## config.mk

```make
export PLATFORM = sky130hd
export DESIGN_NAME = scr_setpoint_regs
export DESIGN_NICKNAME = d
export VERILOG_FILES = /design/src/design/scr_pkg.sv /design/src/design/scr_setpoint_regs.sv
export SDC_FILE = /design/constraint.sdc
export NUM_CORES = 1
export LEC_CHECK = 0
export BUFFER_PORTS_ARGS = -buffer_cell sky130_fd_sc_hd__buf_2
export CORE_MARGIN = 4
export CORE_UTILIZATION = 45
export DETAILED_ROUTE_END_ITERATION = 8
export GPL_ROUTABILITY_DRIVEN = 0
export PLACE_DENSITY = 0.62
export RECOVER_POWER = 25
export SLEW_MARGIN = 10
export SYNTH_ARGS = -nofsm -noshare
export SYNTH_HDL_FRONTEND = slang
export SYNTH_SLANG_ARGS = --single-unit
```

## constraint.sdc

```tcl
create_clock -name ref_clk -period 2.64 [get_ports ref_clk]
set_clock_uncertainty 0.1 [all_clocks]
set_input_delay 0.132 -clock ref_clk [delete_from_list [all_inputs] [get_ports ref_clk]]
set_output_delay 0.132 -clock ref_clk [all_outputs]
set_load 0.005 [all_outputs]
```

## src/design/scr_pkg.sv

```systemverilog
// Package: register map, field layout, codes and limits of the charger setpoint register bank
package scr_pkg;

  // Bus addressing
  localparam logic [6:0] SLAVE_ADDR   = 7'h09;
  // Register codes
  localparam logic [7:0] REG_CHG_CUR  = 8'h14;
  localparam logic [7:0] REG_CHG_VOLT = 8'h15;
  localparam logic [7:0] REG_IN_LIM   = 8'h3f;
  localparam logic [7:0] REG_MAKER    = 8'hfe;
  localparam logic [7:0] REG_PART     = 8'hff;
  // Reset values
  localparam logic [15:0] RST_CHG_CUR  = 16'h0000;
  localparam logic [15:0] RST_CHG_VOLT = 16'h0000;
  localparam logic [15:0] RST_IN_LIM   = 16'h0080;
  // Field positions
  localparam int VOLT_LSB = 4;
  localparam int VOLT_MSB = 14;
  localparam int CUR_LSB  = 7;
  localparam int CUR_MSB  = 12;
  // Enable thresholds
  localparam logic [15:0] CUR_EN_MIN  = 16'h007f;
  localparam logic [15:0] VOLT_EN_MIN = 16'h000f;
  // Voltage limits in mV and in DAC steps of 16 mV
  localparam logic [15:0] VOLT_MAX_MV   = 16'h4b00;
  localparam logic [10:0] VOLT_MAX_CODE = 11'h4b0;
  localparam logic [10:0] VOLT_MIN_CODE = 11'h040;
  // Current limits in mA and in DAC steps of 128 mA
  localparam logic [15:0] CUR_MAX_MA   = 16'h1f80;
  localparam logic [5:0]  CUR_MAX_CODE = 6'h3f;
  localparam logic [5:0]  CUR_FOLD     = 6'h01;
  // Input limit threshold in register steps of 2 mA (11004 mA)
  localparam logic [15:0] IN_MAX_MA    = 16'h157e;
  localparam logic [5:0]  IN_MAX_CODE  = 6'h2b;
  // Bit counter
  localparam logic [3:0] BIT_LAST = 4'h7;
  localparam logic [3:0] BIT_ACK  = 4'h8;

  // Bus transaction phases
  typedef enum logic [2:0] {
    ST_IDLE, ST_ADDR, ST_CMD, ST_WLO, ST_WHI, ST_RLO, ST_RHI, ST_SKIP
  } scr_state_t;

  // Staged register write
  typedef struct packed {
    logic        valid;
    logic [7:0]  code;
    logic [15:0] data;
  } scr_wr_t;

  // Decoded setpoints toward the analog loop
  typedef struct packed {
    logic [10:0] voltage_dac_code;
    logic [5:0]  current_dac_code;
    logic [5:0]  input_limit_dac_code;
    logic        charge_enable;
  } scr_dac_t;

endpackage

```

## src/design/scr_setpoint_regs.sv

```systemverilog
// Module: serial slave front end, setpoint registers and DAC code decoding
`timescale 1ns/1ps
module scr_setpoint_regs #(
  parameter logic [15:0] MAKER_CODE = 16'h005a, // Arbitrary value
  parameter logic [15:0] PART_CODE  = 16'h0007  // Arbitrary value
) (
  // Clock and reset
  input  wire logic            ref_clk,
  input  wire logic            rst_n,
  // Serial bus pins
  input  wire logic            scl_i,
  input  wire logic            sda_i,
  output logic                 sda_o,
  output logic                 sda_oe,
  // Battery comparators on the battery sense node
  input  wire logic            batt_below_2v5,
  input  wire logic            batt_above_2v7,
  // Decoded setpoints
  output scr_pkg::scr_dac_t    dac_out,
  output logic                 foldback_active
);

  //////////////////////////////////////////////////////////////////////////////
  // Declarations

  logic [1:0]  scl_sync_q;       // SCL synchroniser
  logic [1:0]  sda_sync_q;       // SDA synchroniser
  logic [1:0]  low_sync_q;       // Below 2.5V synchroniser
  logic [1:0]  high_sync_q;      // Above 2.7V synchroniser
  logic        scl_prev_q;       // SCL one cycle back
  logic        sda_prev_q;       // SDA one cycle back
  logic        armed_q;          // Start seen, its own clock fall not yet passed
  logic        scl_rise;         // Rising clock edge
  logic        scl_fall;         // Falling clock edge
  logic        bus_start;        // Start or repeated start
  logic        bus_stop;         // Stop condition
  scr_pkg::scr_state_t state_q;  // Transaction phase
  logic [3:0]  bit_cnt_q;        // Bit within byte, 8 is the ack slot
  logic [7:0]  rx_q;             // Received byte
  logic [7:0]  tx_q;             // Byte being sent
  logic        is_read_q;        // Direction from control byte
  logic        master_nak_q;     // Master answer after a read byte
  logic        sda_drv_q;        // Pull SDA low
  logic [7:0]  ptr_q;            // Selected register code
  logic [7:0]  lo_q;             // Low data byte of a write
  scr_pkg::scr_wr_t pend_q;      // Write waiting for the stop
  logic [15:0] chg_cur_q;        // Charge-current setpoint
  logic [15:0] chg_volt_q;       // Charge-voltage setpoint
  logic [15:0] in_lim_q;         // Input-current limit
  logic [15:0] rd_word;          // Word returned on reads
  logic        fold_q;           // Low-battery foldback
  logic [10:0] volt_code;        // Clamped voltage code
  logic [5:0]  cur_code;         // Clamped current code
  logic [5:0]  in_code;          // Clamped input limit code
  logic        chg_en;           // Charge enable condition

  //////////////////////////////////////////////////////////////////////////////
  // Pin synchronisers

  // Two flops on every asynchronous input before use
  always_ff @(posedge ref_clk) begin
    if (!rst_n) begin
      // Bus lines idle high, comparators idle low
      scl_sync_q  <= 2'h3;
      sda_sync_q  <= 2'h3;
      low_sync_q  <= 2'h0;
      high_sync_q <= 2'h0;
    end else begin
      // Shift each pin in, one stage per cycle
      scl_sync_q  <= {scl_sync_q[0], scl_i};
      sda_sync_q  <= {sda_sync_q[0], sda_i};
      low_sync_q  <= {low_sync_q[0], batt_below_2v5};
      high_sync_q <= {high_sync_q[0], batt_above_2v7};
    end
  end

  // Delayed copies of the synchronised lines for edge detection
  always_ff @(posedge ref_clk) begin
    if (!rst_n) begin
      // Idle level, so no false edge follows reset
      scl_prev_q <= 1'b1;
      sda_prev_q <= 1'b1;
    end else begin
      scl_prev_q <= scl_sync_q[1];
      sda_prev_q <= sda_sync_q[1];
    end
  end

  // Bus events; only the second synchroniser stage is looked at
  always_comb begin
    scl_rise  = scl_sync_q[1] & ~scl_prev_q;
    scl_fall  = ~scl_sync_q[1] & scl_prev_q;
    bus_start = scl_sync_q[1] & scl_prev_q & sda_prev_q & ~sda_sync_q[1];
    bus_stop  = scl_sync_q[1] & scl_prev_q & ~sda_prev_q & sda_sync_q[1];
  end

  //////////////////////////////////////////////////////////////////////////////
  // Read data select

  // Word returned for the selected code; unmapped codes read zero
  always_comb begin
    case (ptr_q)
      scr_pkg::REG_CHG_CUR:  rd_word = chg_cur_q;
      scr_pkg::REG_CHG_VOLT: rd_word = chg_volt_q;
      scr_pkg::REG_IN_LIM:   rd_word = in_lim_q;
      scr_pkg::REG_MAKER:    rd_word = MAKER_CODE;
      scr_pkg::REG_PART:     rd_word = PART_CODE;
      default:               rd_word = 16'h0000;
    endcase
  end

  //////////////////////////////////////////////////////////////////////////////
  // Receive shifter

  // Sample SDA on each rising clock edge of a data bit, MSB first
  always_ff @(posedge ref_clk) begin
    if (!rst_n) begin
      rx_q         <= 8'h00;
      master_nak_q <= 1'b1;
    end else if (scl_rise) begin
      // The ack slot answer is kept out of the data byte
      if (bit_cnt_q != scr_pkg::BIT_ACK) begin
        rx_q <= {rx_q[6:0], sda_sync_q[1]};
      end else begin
        master_nak_q <= sda_sync_q[1];       // Ack slot answer
      end
    end
  end

  //////////////////////////////////////////////////////////////////////////////
  // Transaction state machine

  // Phase, bit count, SDA drive and transmit byte; advanced on falling edges.
  // The device only answers: it drives SDA low for acks and read data, never SCL.
  always_ff @(posedge ref_clk) begin
    if (!rst_n) begin
      state_q   <= scr_pkg::ST_IDLE;
      bit_cnt_q <= 4'h0;
      sda_drv_q <= 1'b0;
      tx_q      <= 8'h00;
      is_read_q <= 1'b0;
      ptr_q     <= 8'h00;
      lo_q      <= 8'h00;
      armed_q   <= 1'b0;
    end else if (bus_start) begin
      // Start or repeated start: expect a control byte
      state_q   <= scr_pkg::ST_ADDR;
      bit_cnt_q <= 4'h0;
      sda_drv_q <= 1'b0;
      armed_q   <= 1'b1;
    end else if (bus_stop) begin
      // Stop: release the bus
      state_q   <= scr_pkg::ST_IDLE;
      bit_cnt_q <= 4'h0;
      sda_drv_q <= 1'b0;
      armed_q   <= 1'b0;
    end else if (scl_fall && armed_q) begin
      // The fall that closes a start carries no bit; counting it would end the byte early
      armed_q   <= 1'b0;
    end else if (scl_fall && state_q != scr_pkg::ST_IDLE && state_q != scr_pkg::ST_SKIP) begin
      if (bit_cnt_q == scr_pkg::BIT_LAST) begin
        // Eighth bit done: decide the ack slot
        bit_cnt_q <= scr_pkg::BIT_ACK;
        case (state_q)
          scr_pkg::ST_ADDR: begin
            // Own address: ack it and keep the direction bit
            if (rx_q[7:1] == scr_pkg::SLAVE_ADDR) begin
              sda_drv_q <= 1'b1;
              is_read_q <= rx_q[0];
            end else begin
              sda_drv_q <= 1'b0;
              state_q   <= scr_pkg::ST_SKIP;
            end
          end
          scr_pkg::ST_CMD: begin
            // Register code byte is always acked
            sda_drv_q <= 1'b1;
            ptr_q     <= rx_q;
          end
          scr_pkg::ST_WLO: begin
            sda_drv_q <= 1'b1;
            // Low byte waits here for its high byte
            lo_q      <= rx_q;
          end
          scr_pkg::ST_WHI: begin
            // High byte acked; the staged word is captured when this ack slot ends
            sda_drv_q <= 1'b1;
          end
          default: begin
            sda_drv_q <= 1'b0;                // Master answers read bytes
          end
        endcase
      end else if (bit_cnt_q == scr_pkg::BIT_ACK) begin
        // Ack slot done: move to the next byte
        bit_cnt_q <= 4'h0;
        sda_drv_q <= 1'b0;
        case (state_q)
          scr_pkg::ST_ADDR: begin
            // Read: put the low byte MSB on the line at once
            if (is_read_q) begin
              state_q   <= scr_pkg::ST_RLO;
              tx_q      <= rd_word[7:0];
              sda_drv_q <= ~rd_word[7];
            end else begin
              state_q <= scr_pkg::ST_CMD;
            end
          end
          scr_pkg::ST_CMD: begin
            state_q <= scr_pkg::ST_WLO;
          end
          scr_pkg::ST_WLO: begin
            state_q <= scr_pkg::ST_WHI;
          end
          scr_pkg::ST_RLO: begin
            // Master ack asks for the high byte; a refusal ends the read
            if (!master_nak_q) begin
              state_q   <= scr_pkg::ST_RHI;
              tx_q      <= rd_word[15:8];
              sda_drv_q <= ~rd_word[15];
            end else begin
              state_q <= scr_pkg::ST_SKIP;
            end
          end
          default: begin
            state_q <= scr_pkg::ST_SKIP;      // One word per transaction
          end
        endcase
      end else begin
        // Next data bit
        bit_cnt_q <= bit_cnt_q + 4'h1;
        if (state_q == scr_pkg::ST_RLO || state_q == scr_pkg::ST_RHI) begin
          tx_q      <= {tx_q[6:0], 1'b0};
          sda_drv_q <= ~tx_q[6];
        end
      end
    end
  end

  //////////////////////////////////////////////////////////////////////////////
  // Staged write

  // Capture a full word once the high byte is acked; a start discards it
  // Only a word whose high byte was acked can reach the stop
  always_ff @(posedge ref_clk) begin
    if (!rst_n) begin
      pend_q <= '0;
    end else if (bus_start || bus_stop) begin
      pend_q <= '0;
    end else if (scl_fall && state_q == scr_pkg::ST_WHI && bit_cnt_q == scr_pkg::BIT_ACK) begin
      pend_q.valid <= 1'b1;
      pend_q.code  <= ptr_q;
      pend_q.data  <= {rx_q, lo_q};
    end
  end

  //////////////////////////////////////////////////////////////////////////////
  // Setpoint registers

  // Committed only at the stop that ends a complete write
  always_ff @(posedge ref_clk) begin
    if (!rst_n) begin
      chg_cur_q  <= scr_pkg::RST_CHG_CUR;
      chg_volt_q <= scr_pkg::RST_CHG_VOLT;
      in_lim_q   <= scr_pkg::RST_IN_LIM;
    end else if (bus_stop && pend_q.valid) begin
      // The code latched with the word picks the target
      case (pend_q.code)
        scr_pkg::REG_CHG_CUR:  chg_cur_q  <= pend_q.data;
        scr_pkg::REG_CHG_VOLT: chg_volt_q <= pend_q.data;
        scr_pkg::REG_IN_LIM:   in_lim_q   <= pend_q.data;
        default: begin
          // Identification and unmapped codes ignore writes
        end
      endcase
    end
  end

  //////////////////////////////////////////////////////////////////////////////
  // Low-battery foldback

  // Hysteresis: set below 2.5V, cleared only above 2.7V
  // Below wins when both comparators read high
  always_ff @(posedge ref_clk) begin
    if (!rst_n) begin
      fold_q <= 1'b0;
    end else if (low_sync_q[1]) begin
      fold_q <= 1'b1;
    end else if (high_sync_q[1]) begin
      fold_q <= 1'b0;
    end
  end

  //////////////////////////////////////////////////////////////////////////////
  // DAC code decoding

  // Clamp and scale the stored setpoints
  always_comb begin
    // Voltage in mV, 16 mV per code step, bit 15 ignored
    volt_code = chg_volt_q[scr_pkg::VOLT_MSB:scr_pkg::VOLT_LSB];
    if (volt_code > scr_pkg::VOLT_MAX_CODE) begin
      volt_code = scr_pkg::VOLT_MAX_CODE;
    end else if (volt_code < scr_pkg::VOLT_MIN_CODE) begin
      volt_code = 11'h000;
    end
    // Current in mA, 128 mA per code step
    // Any of bits 15 to 13 set puts the value past the clamp
    if (chg_cur_q > scr_pkg::CUR_MAX_MA) begin
      cur_code = scr_pkg::CUR_MAX_CODE;
    end else begin
      cur_code = chg_cur_q[scr_pkg::CUR_MSB:scr_pkg::CUR_LSB];
    end
    // Input limit, 256 mA per code step
    // Register counts 2 mA, so the clamp threshold is in those steps
    if (in_lim_q > scr_pkg::IN_MAX_MA) begin
      in_code = scr_pkg::IN_MAX_CODE;
    end else begin
      in_code = in_lim_q[scr_pkg::CUR_MSB:scr_pkg::CUR_LSB];
    end
    // Charging needs both setpoints valid
    chg_en = (chg_cur_q > scr_pkg::CUR_EN_MIN) && (chg_volt_q > scr_pkg::VOLT_EN_MIN)
             && (volt_code != 11'h000);
  end

  // Registered DAC outputs
  // Foldback swaps only the applied code; the register is left alone
  always_ff @(posedge ref_clk) begin
    if (!rst_n) begin
      dac_out         <= '0;
      foldback_active <= 1'b0;
    end else begin
      dac_out.voltage_dac_code     <= volt_code;
      dac_out.current_dac_code     <= fold_q ? scr_pkg::CUR_FOLD : cur_code;
      dac_out.input_limit_dac_code <= in_code;
      dac_out.charge_enable        <= chg_en;
      foldback_active              <= fold_q;
    end
  end

  //////////////////////////////////////////////////////////////////////////////
  // Pin drive

  // Open-drain SDA: enable high means pull low
  // Never driven high: the pull-up makes the released level
  always_comb begin
    sda_o  = 1'b0;
    sda_oe = sda_drv_q;
  end

endmodule

```

==> results.md <==
* Status: finished, final reports clean
* Setup tns final at 0 ns
* YS warnings at 0
* P per Cell Area at 686 nW/um^2
* Dominant cell type by area after synthesis: dfxtp_1
* WS Path Type: reg2reg
* Critical Path AT at 2.51 ns
* Flops & latches, synth at 151
* CP Data Required Time at 2.82 ns
* Final HPWL DP at 10.6 mm
* Slew headroom at 0.451
* Commonest cells after routing, fill and taps aside: nand2_1, dfxtp_1, a21oi_1, nor2_1, mux2i_1
* Cts bufs inserted at 17
* Tmin final at 2.33 ns
* Largest net degree at the start of global routing at 36
* Starting Density at 0.463
* Fmax at 0.429 GHz
* Clk buf depth at 2
* Reg-to-Reg End: lo_q[6]
* Avg Synthesized Cell Area at 8.41 um^2
* Worst skew pair latency at 0.41 ns
* Cell variety after synth at 63
* Total of max-cap violations at 0
* Pleak at 0.00274 uW
* Synth top area cells: dfxtp_1, nand2_1, a21oi_1, mux2i_1, nor2_1
* Worst-path cell chain: nor3_1 > nor4_4 > nand3_2 > mux2i_1 > nor2_1
* Top FF cell, synth: dfxtp_1
* Asr flop ratio synth at 0
* Die Y-Extent at 125 um
* Die area at 15700 um^2
* Area delta synth->final at 15.1%
* CTS clock-pin slew for the worst setup and hold paths at 0.06 ns
* R2R cell count at 5
* Crit path max-delay cell type: dfxtp_1
* 1st-pass router iterations at 7
* Core area at 13300 um^2
* Critical path's top delay family: simple AND/OR/NAND/NOR gates
* I/O Buffers at 31
* # rows at 42
* Hold EP: in_lim_q[7]
* Worst path max stage delay at 0.61 ns
* Final setup violation count at 0
* Layout cells sized above 1 at 0.114
* Setup crit end kind: flop
* Final period utilization at 0.884
* Clock sink count at 151
* RSZ-0062 raised after global routing: no
* Final antenna diode count at 0
* Peak VDD IR at 0.426 mV
* Hold depth at 3
* Initial DRC count at 467
* Slew Limit Fails at 0
* Cells after Synth at 735
* Min-delay src: rst_n
* Reg-to-Reg Start: state_q[1]
* Total grt overflow at 0
* First-pass GRT wire length at 24.9 mm
* Commonest non-fill, non-tap cell in the layout: nand2_1
* Reg2reg setup slack at 0.31 ns
* CP bufs+invs at 0
* Root Driver: clkbuf_16
* DR vias/cell at 5.53
* Post-synth EDFFs at 0
* Number of H-tree levels at 4
* Syn nets at 743
* Fin. Hold Viols at 0
* Post-route DRC violation count at 0
* Total global-route track usage at 0.199
* Sequential element share of the synthesized area at 0.489
* CP max FO at 15
* Total number of vias at 5223
* Antenna violations before repair at 0
* Slew @ Worst Pin at 0.824 ns
* Final nets at 766
* Hold Path Class: in2reg
* Vias in the first global route at 4772
* Share of Yosys cell area claimed by the top area cell type at 0.489
* WL/cell at 16.5 um
* Chip width at 125 um
* CTS tree: built
* Worst setup SP type: flop
* Post-Synthesis Cell Area at 6180 um^2
* Tightest hold margin at 0.0714 ns
* Num ports at 33
* DRT antenna net count at 0
* Routed WL at 15.6 mm
[cells in the mapped netlist, drive strengths merged (3+ instances only)]
library cell and instances:
nor3 7, nand3b 5, nor2b 4, clkbuf 35, and4 3, a221o 6
nor4 4, buf 10, mux2 7, a21oi 89, o21ai 17, o211ai 8
and3 7, and2 13, nand4 4, a31oi 9, dfxtp 151, nand2 168
nand3 10, o22ai 3, or3 4, o21a 3, inv 13, mux2i 33
nand2b 14, nor2 65, o2bb2ai 6
[flip-flops by register name, indices dropped and copies added, names as in the netlist, 3 cells and up]
signal,cells
bit_cnt_q,4
chg_cur_q,16
chg_volt_q,16
dac_out,24
in_lim_q,16
lo_q,8
pend_q,25
ptr_q,8
rx_q,8
state_q,3
tx_q,7
[power by group]
| group | switching, uW | internal, uW |
|---|---|---|
| Combinational | 60.7 | 28.9 |
| Clock | 916 | 1570 |
| Sequential | 12.5 | 2290 |
[cell families after synthesis]
group	share of synthesized area
and+or+nand+nor	0.241
AOI/OAI and AO/OA	0.155
DFF	0.489
buffers and inverters	0.0390
muxes	0.0698
adders and majority gates	0.00405
other	0.000606
xor gates and xnor gates	0.00142
[timing repair]
action | 4_1_cts | 5_1_grt
hold buffers | 4 | 0
hold endpoints to repair | 4 | 0
resized for setup | 0 | 0
setup buffers | 0 | 0
[per-layer routing]
| layer | track usage | vias to the layer above | routed length [um] |
|---|---|---|---|
| li1 | - | 2570 | - |
| met1 | 0.276 | 2479 | 7470 |
| met2 | 0.309 | 151 | 7030 |
| met3 | 0.0384 | 23 | 765 |
| met4 | 0.0772 | 0 | 342 |
| met5 | 0 | - | 0 |
[final cells by class]
class                           count  area, um^2
Timing Repair Buffer               49         295
Fill cell                        1260        6230
Inverter                           13        48.8
Multi-Input combinational cell    526        2920
Clock inverter                     12         179
Sequential cell                   151        3020
Tap cell                          176         220
Clock buffer                       18         429
[through the flow]
stage	utilization	worst slack (ns)	std cells	power [uW]	instance area, um^2
6_report	0.533	0.308	945	4880	7120
5_1_grt	0.533	0.203	945	5040	7120
3_5_place_dp	0.485	0.328	911	2440	6470
3_3_place_gp	0.485	0.412	911	2440	6470
4_1_cts	0.533	0.315	945	4930	7120
2_1_floorplan	-	0.602	735	2410	6180
[worst register-to-register path, cell delays in order, from the launching register on]
cell,delay [ns]
dfxtp_1,0.61
nor3_1,0.17
nor4_4,0.57
nand3_2,0.43
mux2i_1,0.25
nor2_1,0.05
[worst max path at each step]
stage,depth (start not counted),to,start
finish,5,lo_q[6],state_q[1]
global placement,5,lo_q[6],state_q[1]
CTS,5,lo_q[6],state_q[1]
floorplan,9,tx_q[6],bit_cnt_q[0]
detailed placement,5,lo_q[6],state_q[1]
global route,5,lo_q[0],state_q[1]
(Power assumes the default switching activity.)
